===== src/rtl/port_pin_mux_rmw_map.vh =====
// Purpose: Register offsets, fields and reset values of the port pin mux
// Assumes: AXI4-Lite byte addresses, one aligned 32-bit word per register
// Notes: Definitions only
`ifndef PORT_PIN_MUX_RMW_MAP_VH
`define PORT_PIN_MUX_RMW_MAP_VH

// ---------------------------------------------------------------
// Register byte offsets
// ---------------------------------------------------------------
`define OFS_LATCH0 8'h00
`define OFS_LATCH1 8'h04
`define OFS_LATCH3 8'h08
`define OFS_LATCH4 8'h0c
`define OFS_PIN0 8'h10
`define OFS_PIN1 8'h14
`define OFS_PIN2 8'h18
`define OFS_PIN3 8'h1c
`define OFS_PIN4 8'h20
`define OFS_PWM_EN 8'h24
`define OFS_ADC_CTRL 8'h28
`define OFS_SETUP_ONE 8'h2c
`define OFS_RMW_CMD 8'h30

// ---------------------------------------------------------------
// Fields and reset values
// ---------------------------------------------------------------
`define LATCH_RESET 8'hff
`define CTRL_RESET 8'h00
`define SETUP_RW_STROBE_BIT 0
`define CMD_OP_LSB 0
`define CMD_PORT_LSB 4
`define CMD_BIT_LSB 8
`define CMD_OPERAND_LSB 16
`define CMD_CARRY_BIT 24
`define CMD_FLAG_BIT 8

// ---------------------------------------------------------------
// Read-modify-write operation codes
// ---------------------------------------------------------------
`define OP_AND 4'h0
`define OP_OR 4'h1
`define OP_XOR 4'h2
`define OP_JUMP_BIT_CLEAR 4'h3
`define OP_COMPLEMENT_BIT 4'h4
`define OP_INC 4'h5
`define OP_DEC 4'h6
`define OP_DEC_JUMP_NONZERO 4'h7
`define OP_MOVE_CARRY_BIT 4'h8
`define OP_CLEAR_BIT 4'h9
`define OP_SET_BIT 4'ha

// ---------------------------------------------------------------
// Bus responses
// ---------------------------------------------------------------
`define RESP_OKAY 2'b00
`define RESP_SLVERR 2'b10

`endif


===== src/rtl/port_rmw_alu.v =====
// Purpose: Modify step of a port read-modify-write operation
// Assumes: The value read is always the output latch, never the pin
// Notes: Purely combinational
`timescale 1ns/100ps
`default_nettype none
`include "port_pin_mux_rmw_map.vh"

module port_rmw_alu (
	// Operation
	input wire [3:0] op,
	input wire [2:0] bit_sel,
	input wire [7:0] operand,
	input wire carry_in,
	// Latch contents
	input wire [7:0] latch_val,
	// Result
	output reg [7:0] result,
	output reg flag,
	output reg op_valid
);

	// ---------------------------------------------------------------
	// Modify
	// ---------------------------------------------------------------
	// Bit operations keep the other seven latch bits as read
	always @* begin
		result = latch_val;
		flag = 1'b0;
		op_valid = 1'b1;
		case (op)
			`OP_AND: result = latch_val & operand;
			`OP_OR: result = latch_val | operand;
			`OP_XOR: result = latch_val ^ operand;
			`OP_JUMP_BIT_CLEAR: begin
				flag = latch_val[bit_sel];
				result[bit_sel] = 1'b0;
			end
			`OP_COMPLEMENT_BIT: result[bit_sel] = ~latch_val[bit_sel];
			`OP_INC: result = latch_val + 8'h01;
			`OP_DEC: result = latch_val - 8'h01;
			`OP_DEC_JUMP_NONZERO: begin
				result = latch_val - 8'h01;
				flag = (latch_val != 8'h01);
			end
			`OP_MOVE_CARRY_BIT: result[bit_sel] = carry_in;
			`OP_CLEAR_BIT: result[bit_sel] = 1'b0;
			`OP_SET_BIT: result[bit_sel] = 1'b1;
			default: op_valid = 1'b0;
		endcase
	end

endmodule
`default_nettype wire


===== src/rtl/port_pin_mux_rmw.v =====
// Purpose: Port latches, pin multiplexing and latch read-modify-write
// Assumes: Pin inputs synchronous to clk_sys; AXI4-Lite register access
// Notes: Pin outputs and alternate inputs are registered, one cycle late
`timescale 1ns/100ps
`default_nettype none
`include "port_pin_mux_rmw_map.vh"

module port_pin_mux_rmw #(
	parameter ADDR_WIDTH = 8
) (
	// Clock and reset
	input wire clk_sys,
	input wire rst,
	// AXI4-Lite write address and data
	input wire [ADDR_WIDTH-1:0] s_axi_awaddr,
	input wire s_axi_awvalid,
	output wire s_axi_awready,
	input wire [31:0] s_axi_wdata,
	input wire [3:0] s_axi_wstrb,
	input wire s_axi_wvalid,
	output wire s_axi_wready,
	// AXI4-Lite write response
	output reg [1:0] s_axi_bresp,
	output reg s_axi_bvalid,
	input wire s_axi_bready,
	// AXI4-Lite read
	input wire [ADDR_WIDTH-1:0] s_axi_araddr,
	input wire s_axi_arvalid,
	output wire s_axi_arready,
	output reg [31:0] s_axi_rdata,
	output reg [1:0] s_axi_rresp,
	output reg s_axi_rvalid,
	input wire s_axi_rready,
	// Port pins
	input wire [7:0] port_zero_in,
	output reg [7:0] port_zero_out,
	output reg [7:0] port_zero_oe,
	input wire [7:0] port_one_in,
	output reg [7:0] port_one_out,
	output reg [7:0] port_one_oe,
	input wire [3:0] port_two_in,
	input wire [7:0] port_three_in,
	output reg [7:0] port_three_out,
	output reg [7:0] port_three_oe,
	input wire [7:0] port_four_in,
	output reg [7:0] port_four_out,
	output reg [7:0] port_four_oe,
	// Alternate function sources
	input wire [5:0] pwm8_in,
	input wire [1:0] pwm14_in,
	input wire serial_tx,
	input wire read_strobe_n,
	input wire write_strobe_n,
	// Alternate function sinks
	output reg ext_int0_n,
	output reg ext_int1_n,
	output reg ext_extra_int0_n,
	output reg ext_extra_int1_n,
	output reg timer0_count,
	output reg timer1_count,
	output reg serial_rx,
	output reg [3:0] converter_in,
	output reg [3:0] converter_sel
);

	// ---------------------------------------------------------------
	// State
	// ---------------------------------------------------------------
	reg [7:0] port_zero_reg, port_one_reg, port_three_reg, port_four_reg;
	reg [7:0] prev_one_reg, prev_three_reg, prev_four_reg;
	reg [7:0] pulse_width_enable_reg, rmw_result_reg, rmw_latch;
	reg [3:0] converter_channel_ctrl, w_strb_reg;
	reg rw_strobe_enable, rmw_flag_reg, aw_held_reg, w_held_reg, rmw_port_ok;
	reg [ADDR_WIDTH-1:0] aw_addr_reg;
	reg [31:0] w_data_reg;
	wire [7:0] rmw_result;
	wire rmw_flag, rmw_op_ok;
	reg [7:0] one_val, one_drive, three_val, three_drive, four_val, four_drive;

	// Known register offsets, shared by write and read decode
	function addr_known;
		input [ADDR_WIDTH-1:0] a;
		begin
			case (a[7:0])
				`OFS_LATCH0, `OFS_LATCH1, `OFS_LATCH3, `OFS_LATCH4, `OFS_PIN0, `OFS_PIN1,
				`OFS_PIN2, `OFS_PIN3, `OFS_PIN4, `OFS_PWM_EN, `OFS_ADC_CTRL,
				`OFS_SETUP_ONE, `OFS_RMW_CMD: addr_known = ((a >> 8) == {ADDR_WIDTH{1'b0}});
				default: addr_known = 1'b0;
			endcase
		end
	endfunction

	// ---------------------------------------------------------------
	// Bus handshake
	// ---------------------------------------------------------------
	// One write in flight; both channels may arrive in either order
	assign s_axi_awready = !aw_held_reg && !s_axi_bvalid;
	assign s_axi_wready = !w_held_reg && !s_axi_bvalid;
	assign s_axi_arready = !s_axi_rvalid;

	// ---------------------------------------------------------------
	// Read-modify-write operand select
	// ---------------------------------------------------------------
	// latch not pin
	always @* begin
		rmw_port_ok = 1'b1;
		case (w_data_reg[`CMD_PORT_LSB+2:`CMD_PORT_LSB])
			3'd0: rmw_latch = port_zero_reg;
			3'd1: rmw_latch = port_one_reg;
			3'd3: rmw_latch = port_three_reg;
			3'd4: rmw_latch = port_four_reg;
			default: begin
				rmw_latch = 8'hff;
				rmw_port_ok = 1'b0;
			end
		endcase
	end

	port_rmw_alu u_alu (
		.op(w_data_reg[`CMD_OP_LSB+3:`CMD_OP_LSB]),
		.bit_sel(w_data_reg[`CMD_BIT_LSB+2:`CMD_BIT_LSB]),
		.operand(w_data_reg[`CMD_OPERAND_LSB+7:`CMD_OPERAND_LSB]),
		.carry_in(w_data_reg[`CMD_CARRY_BIT]),
		.latch_val(rmw_latch),
		.result(rmw_result),
		.flag(rmw_flag),
		.op_valid(rmw_op_ok)
	);

	// ---------------------------------------------------------------
	// Write path and latches
	// ---------------------------------------------------------------
	// Execute one edge after both channels are held
	always @(posedge clk_sys or posedge rst) begin
		if (rst) begin
			aw_held_reg <= 1'b0;
			w_held_reg <= 1'b0;
			aw_addr_reg <= {ADDR_WIDTH{1'b0}};
			w_data_reg <= 32'h00000000;
			w_strb_reg <= 4'h0;
			s_axi_bvalid <= 1'b0;
			s_axi_bresp <= `RESP_OKAY;
			port_zero_reg <= `LATCH_RESET;
			port_one_reg <= `LATCH_RESET;
			port_three_reg <= `LATCH_RESET;
			port_four_reg <= `LATCH_RESET;
			pulse_width_enable_reg <= `CTRL_RESET;
			converter_channel_ctrl <= 4'h0;
			rw_strobe_enable <= 1'b0;
			rmw_result_reg <= 8'h00;
			rmw_flag_reg <= 1'b0;
		end else begin
			if (s_axi_awvalid && s_axi_awready) begin
				aw_held_reg <= 1'b1;
				aw_addr_reg <= s_axi_awaddr;
			end
			if (s_axi_wvalid && s_axi_wready) begin
				w_held_reg <= 1'b1;
				w_data_reg <= s_axi_wdata;
				w_strb_reg <= s_axi_wstrb;
			end
			if (s_axi_bvalid && s_axi_bready)
				s_axi_bvalid <= 1'b0;
			if (aw_held_reg && w_held_reg) begin
				aw_held_reg <= 1'b0;
				w_held_reg <= 1'b0;
				s_axi_bvalid <= 1'b1;
				s_axi_bresp <= `RESP_OKAY;
				if (!addr_known(aw_addr_reg))
					s_axi_bresp <= `RESP_SLVERR;
				else if (aw_addr_reg[7:0] == `OFS_RMW_CMD) begin
					if (rmw_port_ok && rmw_op_ok && w_strb_reg[0]) begin
						rmw_result_reg <= rmw_result;
						rmw_flag_reg <= rmw_flag;
						case (w_data_reg[`CMD_PORT_LSB+2:`CMD_PORT_LSB])
							3'd0: port_zero_reg <= rmw_result;
							3'd1: port_one_reg <= rmw_result;
							3'd3: port_three_reg <= rmw_result;
							default: port_four_reg <= rmw_result;
						endcase
					end else
						s_axi_bresp <= `RESP_SLVERR;
				end else if (w_strb_reg[0]) begin
					// Plain stores; pin views ignore writes
					case (aw_addr_reg[7:0])
						`OFS_LATCH0: port_zero_reg <= w_data_reg[7:0];
						`OFS_LATCH1: port_one_reg <= w_data_reg[7:0];
						`OFS_LATCH3: port_three_reg <= w_data_reg[7:0];
						`OFS_LATCH4: port_four_reg <= w_data_reg[7:0];
						`OFS_PWM_EN: pulse_width_enable_reg <= w_data_reg[7:0];
						`OFS_ADC_CTRL: converter_channel_ctrl <= w_data_reg[3:0];
						`OFS_SETUP_ONE: rw_strobe_enable <= w_data_reg[`SETUP_RW_STROBE_BIT];
						default: rw_strobe_enable <= rw_strobe_enable;
					endcase
				end
			end
		end
	end

	// ---------------------------------------------------------------
	// Read path
	// ---------------------------------------------------------------
	// Pin views of ports 0, 1, 3 and 4 read latch AND pin, so a driven zero reads zero; port 2 reads the pin alone
	always @(posedge clk_sys or posedge rst) begin
		if (rst) begin
			s_axi_rvalid <= 1'b0;
			s_axi_rdata <= 32'h00000000;
			s_axi_rresp <= `RESP_OKAY;
		end else if (s_axi_arvalid && s_axi_arready) begin
			s_axi_rvalid <= 1'b1;
			s_axi_rresp <= addr_known(s_axi_araddr) ? `RESP_OKAY : `RESP_SLVERR;
			s_axi_rdata <= 32'h00000000;
			if (addr_known(s_axi_araddr)) begin
				case (s_axi_araddr[7:0])
					`OFS_LATCH0: s_axi_rdata[7:0] <= port_zero_reg;
					`OFS_LATCH1: s_axi_rdata[7:0] <= port_one_reg;
					`OFS_LATCH3: s_axi_rdata[7:0] <= port_three_reg;
					`OFS_LATCH4: s_axi_rdata[7:0] <= port_four_reg;
					`OFS_PIN0: s_axi_rdata[7:0] <= port_zero_reg & port_zero_in;
					`OFS_PIN1: s_axi_rdata[7:0] <= port_one_reg & port_one_in;
					`OFS_PIN2: s_axi_rdata[3:0] <= port_two_in;
					`OFS_PIN3: s_axi_rdata[7:0] <= port_three_reg & port_three_in;
					`OFS_PIN4: s_axi_rdata[7:0] <= port_four_reg & port_four_in;
					`OFS_PWM_EN: s_axi_rdata[7:0] <= pulse_width_enable_reg;
					`OFS_ADC_CTRL: s_axi_rdata[3:0] <= converter_channel_ctrl;
					`OFS_SETUP_ONE: s_axi_rdata[`SETUP_RW_STROBE_BIT] <= rw_strobe_enable;
					default: s_axi_rdata[8:0] <= {rmw_flag_reg, rmw_result_reg};
				endcase
			end
		end else if (s_axi_rvalid && s_axi_rready)
			s_axi_rvalid <= 1'b0;
	end

	// ---------------------------------------------------------------
	// Output multiplexing
	// ---------------------------------------------------------------
	// Drive level and strong-drive mask per pin
	always @* begin
		one_val = (pulse_width_enable_reg & {pwm14_in, pwm8_in}) | (~pulse_width_enable_reg & port_one_reg);
		one_drive = pulse_width_enable_reg;
		three_val = port_three_reg;
		three_val[1] = port_three_reg[1] | serial_tx;
		three_drive = {6'h00, ~port_three_reg[1], 1'b0};
		four_val = port_four_reg;
		four_val[3:2] = rw_strobe_enable ? {write_strobe_n, read_strobe_n} : port_four_reg[3:2];
		four_drive = {4'h0, rw_strobe_enable, rw_strobe_enable, 2'b00};
	end

	// Quasi-bidirectional pins pull latch zeros low, release latch ones and
	// source current for one cycle after a latch zero-to-one change
	always @(posedge clk_sys or posedge rst) begin
		if (rst) begin
			prev_one_reg <= `LATCH_RESET;
			prev_three_reg <= `LATCH_RESET;
			prev_four_reg <= `LATCH_RESET;
			port_zero_out <= 8'h00;
			port_zero_oe <= 8'h00;
			port_one_out <= 8'hff;
			port_one_oe <= 8'h00;
			port_three_out <= 8'hff;
			port_three_oe <= 8'h00;
			port_four_out <= 8'hff;
			port_four_oe <= 8'h00;
		end else begin
			prev_one_reg <= port_one_reg;
			prev_three_reg <= port_three_reg;
			prev_four_reg <= port_four_reg;
			// Open drain: a one floats the pin
			port_zero_out <= 8'h00;
			port_zero_oe <= ~port_zero_reg;
			port_one_out <= one_val;
			port_one_oe <= ~one_val | one_drive | (port_one_reg & ~prev_one_reg);
			port_three_out <= three_val;
			port_three_oe <= ~three_val | three_drive | (port_three_reg & ~prev_three_reg);
			port_four_out <= four_val;
			port_four_oe <= ~four_val | four_drive | (port_four_reg & ~prev_four_reg);
		end
	end

	// ---------------------------------------------------------------
	// Alternate inputs
	// ---------------------------------------------------------------
	// Outside input mode each source idles at its inactive level
	always @(posedge clk_sys or posedge rst) begin
		if (rst) begin
			ext_extra_int0_n <= 1'b1;
			ext_int0_n <= 1'b1;
			ext_int1_n <= 1'b1;
			timer0_count <= 1'b0;
			timer1_count <= 1'b0;
			ext_extra_int1_n <= 1'b1;
			serial_rx <= 1'b1;
			converter_in <= 4'h0;
			converter_sel <= 4'h0;
		end else begin
			ext_extra_int0_n <= port_three_reg[1] ? port_three_in[1] : 1'b1;
			ext_int0_n <= port_three_reg[2] ? port_three_in[2] : 1'b1;
			ext_int1_n <= port_three_reg[3] ? port_three_in[3] : 1'b1;
			timer0_count <= port_three_reg[4] & port_three_in[4];
			timer1_count <= port_three_reg[5] & port_three_in[5];
			ext_extra_int1_n <= port_three_reg[7] ? port_three_in[7] : 1'b1;
			serial_rx <= port_three_reg[7] ? port_three_in[7] : 1'b1;
			converter_in <= port_two_in & converter_channel_ctrl;
			converter_sel <= converter_channel_ctrl;
		end
	end

endmodule
`default_nettype wire


===== config.mk =====
export PLATFORM = sky130hd
export DESIGN_NAME = port_pin_mux_rmw
export DESIGN_NICKNAME = d
export VERILOG_FILES = /design/src/rtl/port_rmw_alu.v /design/src/rtl/port_pin_mux_rmw.v
export VERILOG_INCLUDE_DIRS = /design/src /design/src/rtl
export SDC_FILE = /design/constraint.sdc
export NUM_CORES = 1
export LEC_CHECK = 0
export ABC_AREA = 1
export BUFFER_PORTS_ARGS = -buffer_cell sky130_fd_sc_hd__buf_4
export CORE_ASPECT_RATIO = 0.5
export CORE_MARGIN = 8
export CORE_UTILIZATION = 30
export CTS_CLUSTER_SIZE = 24
export DETAILED_ROUTE_END_ITERATION = 6
export SETUP_SLACK_MARGIN = 0.1
export SLEW_MARGIN = 20
export SYNTH_ARGS = -nofsm -noshare
export SYNTH_HDL_FRONTEND = slang
export SYNTH_SLANG_ARGS = --single-unit
export TNS_END_PERCENT = 5

===== constraint.sdc =====
create_clock -name clk_sys -period 6 [get_ports clk_sys]
set_clock_uncertainty 0.05 [all_clocks]
set_input_delay 1.2 -clock clk_sys [delete_from_list [all_inputs] [get_ports clk_sys]]
set_output_delay 1.2 -clock clk_sys [all_outputs]
set_load 0.02 [all_outputs]

# After elaboration in Yosys (flattened, before gate mapping)
# Cells that the tools add are included.
[word_totals] reg_bits=199 input_bits=106 out_inout_bits=120 word_cells=223
[classes] add_sub_neg=2 n_lt_le_gt_ge=2 eq_ne=43 n_mux=57 bitwise_logic=37 reduce_logical=45
[ops] cell="8-bit 2-to-1 mux" n=20
[ops] cell="8-bit AND" n=11
[ops] cell="8-bit by 6-bit equality test with 1-bit output (second input constant)" n=10
[ops] cell="8-bit NOT" n=9
[ops] cell="8-bit one-hot mux with 9 select lines" n=1
[ops] cell="8-bit by 5-bit equality test with 1-bit output (second input constant)" n=8
[ops] cell="8-bit OR" n=7
[ops] cell="4-bit one-hot mux with 10 select lines" n=1
[ops] cell="3-bit one-hot mux with 12 select lines" n=1
[ops] cell="8-bit by 4-bit equality test with 1-bit output (second input constant)" n=4
[ops] cell="8-bit one-hot mux with 4 select lines" n=1
[ops] cell="13-bit OR reduction" n=2
[ops] cell="6-bit AND reduction" n=4
[ops] cell="1-bit 2-to-1 mux" n=21
[ops] cell="2-bit nonzero test" n=9
[ops] cell="8-bit bitwise mux" n=2
[ops] cell="4-bit by 3-bit equality test with 1-bit output (second input constant)" n=4
[ops] cell="8-bit by 3-bit equality test with 1-bit output (second input constant)" n=2
[ops] cell="8-bit zero test" n=2
[ops] cell="5-bit AND reduction" n=3
[ops] cell="4-bit equality test (second input constant)" n=3
[ops] cell="1-bit one-hot mux with 12 select lines" n=1
[ops] cell="12-bit OR reduction" n=1
[ops] cell="1-bit logical AND" n=11
[ops] cell="other kinds (32)" n=48

# Longest topological paths before layout
[logic_depth] word_depth=10 depth_mapped=18 mapped_depth_nobuf=17

# Hierarchy
# Synthesis repeated with hierarchy kept, for this count alone.
[hier_totals] cells_unflattened=1220 hier_area_um2=9656.8
[by_module_without_submodules] mod="port_pin_mux_rmw" instances=1 cells_per_inst=920 area_per_inst_um2=8240.4 seq_area_each_um2=4568.1
[by_module_without_submodules] mod="port_rmw_alu" instances=1 cells_per_inst=300 area_per_inst_um2=1416.4 seq_area_each_um2=0.0

# Least setup slack after synthesis
# OpenSTA, ideal clock, no wires.
[synth_timing] path_type="input port to flip-flop" from="input s_axi_araddr[0]" to="register s_axi_rdata[0]" setup_ns=0.124 arrival_time_ns=2.546 t_required_ns=5.826 slack_ns=3.280 path_stages=13 n_path_buf=0 cell_sequence="inv_1 -> nand2_1 -> inv_1 -> nand3_2 -> nor2_1 -> nor3_1 -> nand4_1 -> nor2_4 -> o21ai_2 -> nand2_1 -> clkinv_2 -> o211ai_1 -> nand2_1"
[synth_between] elab_chain_cells=5 word_cells_on_any_way=18 cone_classes="12 x eq/ne; 4 x mux; 2 x reduce/logical"
[synth_rtl] item="start: declaration" line="port_pin_mux_rmw.v:27" text="input wire [ADDR_WIDTH-1:0] s_axi_araddr,"
[synth_rtl] item="8-bit by 6-bit equality test with 1-bit output, or another cell as far along" line="port_pin_mux_rmw.v:84, port_pin_mux_rmw.v:214"
[synth_rtl] item="13-bit OR reduction" line="port_pin_mux_rmw.v:84" text="case (a[7:0])"
[synth_rtl] item="1-bit 2-to-1 mux" line="port_pin_mux_rmw.v:84"
[synth_rtl] item="1-bit 2-to-1 mux" line="port_pin_mux_rmw.v:209" text="end else if (s_axi_arvalid && s_axi_arready) begin"
[synth_rtl] item="9-bit 2-to-1 mux *" line="port_pin_mux_rmw.v:213" text="if (addr_known(s_axi_araddr)) begin"
[synth_rtl] item="end signal: assignment" line="port_pin_mux_rmw.v:215" text="`OFS_LATCH0: s_axi_rdata[7:0] <= port_zero_reg;"
[synth_rtl] item="end signal: assignment" line="port_pin_mux_rmw.v:216" text="`OFS_LATCH1: s_axi_rdata[7:0] <= port_one_reg;"
[synth_rtl] item="end signal: assignment" line="port_pin_mux_rmw.v:217" text="`OFS_LATCH3: s_axi_rdata[7:0] <= port_three_reg;"
[synth_rtl] item="end: declaration" line="port_pin_mux_rmw.v:30" text="output reg [31:0] s_axi_rdata,"
# Mark *: on every way between the ends. The rest lies on a longest branch, timed or not. The select of a mux whose other input is x is not followed.
# A chain may end at the register's enable or synchronous reset.

# Final worst setup path
[layout_timing] from="register w_data_reg[6]" to="register port_one_reg[1]"
[layout_between] elab_chain_cells=10 word_cells_on_any_way=28 cone_classes="2 x add/sub; 5 x eq/ne; 10 x mux; 6 x bitwise; 5 x reduce/logical"
[layout_rtl] item="start: declaration" line="port_pin_mux_rmw.v:75" text="reg [31:0] w_data_reg;"
[layout_rtl] item="start signal: assignment" line="port_pin_mux_rmw.v:159" text="w_data_reg <= s_axi_wdata;"
[layout_rtl] item="parallel branches: the longest is 10 deep, another holds 8-bit by 1-bit subtractor with 8-bit output"
[layout_rtl] item="end signal: assignment" line="port_pin_mux_rmw.v:144" text="port_one_reg <= `LATCH_RESET;"
[layout_rtl] item="end signal: assignment" line="port_pin_mux_rmw.v:177" text="3'd1: port_one_reg <= rmw_result;"
[layout_rtl] item="end signal: assignment" line="port_pin_mux_rmw.v:187" text="`OFS_LATCH1: port_one_reg <= w_data_reg[7:0];"
[layout_rtl] item="end: declaration" line="port_pin_mux_rmw.v:69" text="reg [7:0] port_zero_reg, port_one_reg, port_three_reg, port_four_reg;"
# Several ways; the timed one is not identified. The select of a mux whose other input is x is not followed.

==> results.yml <==
die:
  start_util_pct: 30.4
  die_y_um: 142
  core-area_mm2: 0.0315
  core.rowCount: 46
  dieArea_mm2: 0.0383
  die_w_um: 269
  ios: 226
detailed_routing:
  vias: 8736
  drt-total-wl_mm: 32.8
  ant_nets: 0
  drt_iter0_markers: 909
  firstDrtPassIters: 5
  post-route-drc-count: 0
  wl_per_cell_um: 18.0
  routed_via_density: 4.79
synth:
  yosys.cell_types.count: 44
  synth_top_area_cell: "dfrtp_1"
  synth_top_area_share_pct: 28.2
  ys_seq_elements: 179
  synth_top_family_by_area: "simple AND/OR/NAND/NOR gates"
  netlist_area_mm2: 0.00958
  synth_compound_area_share_pct: 9.43
  synth.avg_cell_area_um2: 7.88
  ys.flop_type: "dfrtp_1"
  seq_area_frac_synth_pct: 47.7
  synthTopCellsByArea: "dfrtp_1 28%, dfstp_2 19%, nand2_1 13%, nand3_1 7.0%, inv_1 4.8%"
  synth_common_cells: "333 x nand2_1, 135 x nand3_1, 122 x inv_1"
  synthXorXnorAreaFrac_pct: 0
  synth_async_sr_flop_share_pct: 100
  syn_inst: 1216
  synth-edff-count: 0
  synthAdderAreaFrac_pct: 0.392
  synthSimpleGateAreaFrac_pct: 31.5
  muxShareOfSynthArea_pct: 0.822
  yosysMostFrequentCell: "nand2_1"
  yosysWarnings: 0
worst_setup_path:
  crit_top_cell: "nand2_1"
  startpoint_type: "flip-flop"
  cp_slowest_cell: "dfrtp_1"
  slowest_delay_ns: 0.60
  cp_max_fo: 21
  critical_path_class: "reg -> reg"
  cp_num_buf_inv: 2
  crit_path_cell_trace: "inv_2 -> nand2_2 -> nand2_4 -> nand2_1 -> inv_1 -> nand4_2 -> ha_1 -> nand2_1 -> nand2_1 -> nor3_1 -> nand3_1 -> o21ai_1 -> nand3_1 -> nand3_1 -> nand2_1"
  cp_top_family: "simple AND/OR/NAND/NOR gates"
  arrival_ns: 3.74
  required_ns: 6.33
  endpoint_kind: "flip-flop"
layout:
  area_delta_synth_final_pct: 22.4
  post-route-util_pct: 37.2
  largest_reg_flops: 20
  seq_area_mm2: 0.00457
  drive_gt1_share_pct: 25.9
  fill_cells: 3336
  multi_input_area_mm2: 0.00416
  nNetsFinal: 1488
  layoutNonFillerInstCount: 1825
global_route:
  grt-ovfl-total: 0
  antenna_found_initial: 1
  grt_max_degree: 180
  grt_usage_pct: 17.2
  grt_pass1_vias: 8370
  grt_pass1_wl_mm: 50.3
timing:
  period_minus_slack_ns: 3.41
  fmax_mhz: 294
  worst_slew_pin_slew_ns: 1.02
  report.final.slew_viol_count: 0
  post-route-period-util_pct: 56.8
  report.final.setup_viol: 0
  maxSlewHeadroom_pct: 32.0
  finalSetupTns_ns: 0
  rsz0062_at_grt: "false"
  hold_slack_ns: 0.357
  hold_violations: 0
pwr:
  leakage_nw: 5.38
  power_mw: 4.14
  power.density_mw_per_mm2: 353
  ir_worst_vdd_mv: 0.227
placement:
  hpwl_mm: 25.6
  place.gp.congestion: 0.926
  io_buffers: 177
  dp_cells: 1792
clock_network:
  htreeDepth: 4
  post_cts.repair.setup_buffers: 0
  clockBufferDepth: 2
  insertion_delay_ns: 0.45
  cts-root-buf: "clkbuf_16"
  clock_sinks: 179
  numCtsBuffers: 17
  hold_buffers: 0
  cts_tree: "done"
  clkTransAtPathRegs_ns: 0.07
  cts_resized: 0
min_path:
  min_path_type: "reg -> reg"
flow_run:
  maxCapViolCount: 0
status:
  run_status: "complete, no violations"
-- metal layers --
layer	part of all wire [%]	track usage [%]	up-vias	wire (um)
met5	0	0	-	0
met4	2.3	5.50	0	760
met3	6.0	4.00	37	1970
met2	47	27.1	269	15400
met1	45	23.2	4203	14700
li1	-	-	4227	-
-- final cells by class --
cell class              instances  share of cell area [%]
diodes                          1                  0.0213
clock buffers                  19                    3.87
clock inverters                13                    1.15
inverters                     135                    4.36
multi-input cells             867                    35.5
flip-flops and latches        179                    39.0
well taps                     432                    4.61
repair buffers                179                    11.6
-- cells in the final DEF, fill, tap and decap left out, types with 3 or more instances in the layout --
cell type / n
nand2_1: 333
buf_4: 178
nand3_1: 135
inv_1: 121
dfrtp_1: 108
nor2_1: 91
dfstp_2: 71
o21ai_0: 58
a21oi_1: 52
conb_1: 33
nor3_1: 22
nand4_1: 19
clkbuf_16: 18
nand2_2: 16
o211ai_1: 16
nor2_2: 14
nor2_4: 13
inv_2: 12
nand3_2: 7
mux2_2: 7
o21ai_1: 6
o22ai_1: 6
o2111ai_1: 5
nor4_1: 4
a31oi_1: 4
clkinvlp_4: 4
a22oi_1: 3
or2_2: 3
ha_1: 3
inv_6: 3
inv_8: 3
-- power by group --
| group | leakage [nW] | internal [mW] | switching (mW) | total (mW) |
|---|---|---|---|---|
| clock | 0.281 | 0.609 | 0.523 | 1.13 |
| sequential | 1.97 | 1.32 | 0.141 | 1.46 |
| combinational | 3.13 | 0.450 | 1.10 | 1.55 |
-- logic make-up after synthesis --
logic type                 after synthesis
other                                    1
DFF                                    179
buffers and inverters                  202
and+or+nand+nor                        665
AOI/OAI and AO/OA                      159
adders and majority gates                3
muxes                                    7
-- worst paths after layout --
kind,depth (start not counted),slack (ns),endpoint,start
setup reg to reg,15,2.59,port_one_reg[1],w_data_reg[6]
hold reg to reg,0,0.36,prev_one_reg[2],port_one_reg[2]
setup / recovery,15,2.59,port_one_reg[1],w_data_reg[6]
max in group asynchronous,3,4.17,w_data_reg[7],rst
min in group asynchronous,3,0.92,port_three_oe[1],rst
hold / removal,0,0.36,prev_one_reg[2],port_one_reg[2]
-- metrics by stage --
step / setup slack (ns) / cell area [um^2]
after floorplan: 2.51 / 9710
after global placement: 2.51 / 11100
after detailed placement: 2.53 / 11100
after CTS: 2.64 / 11700
after global routing: 2.31 / 11700
final: 2.59 / 11700
(Power assumes the default switching activity.)
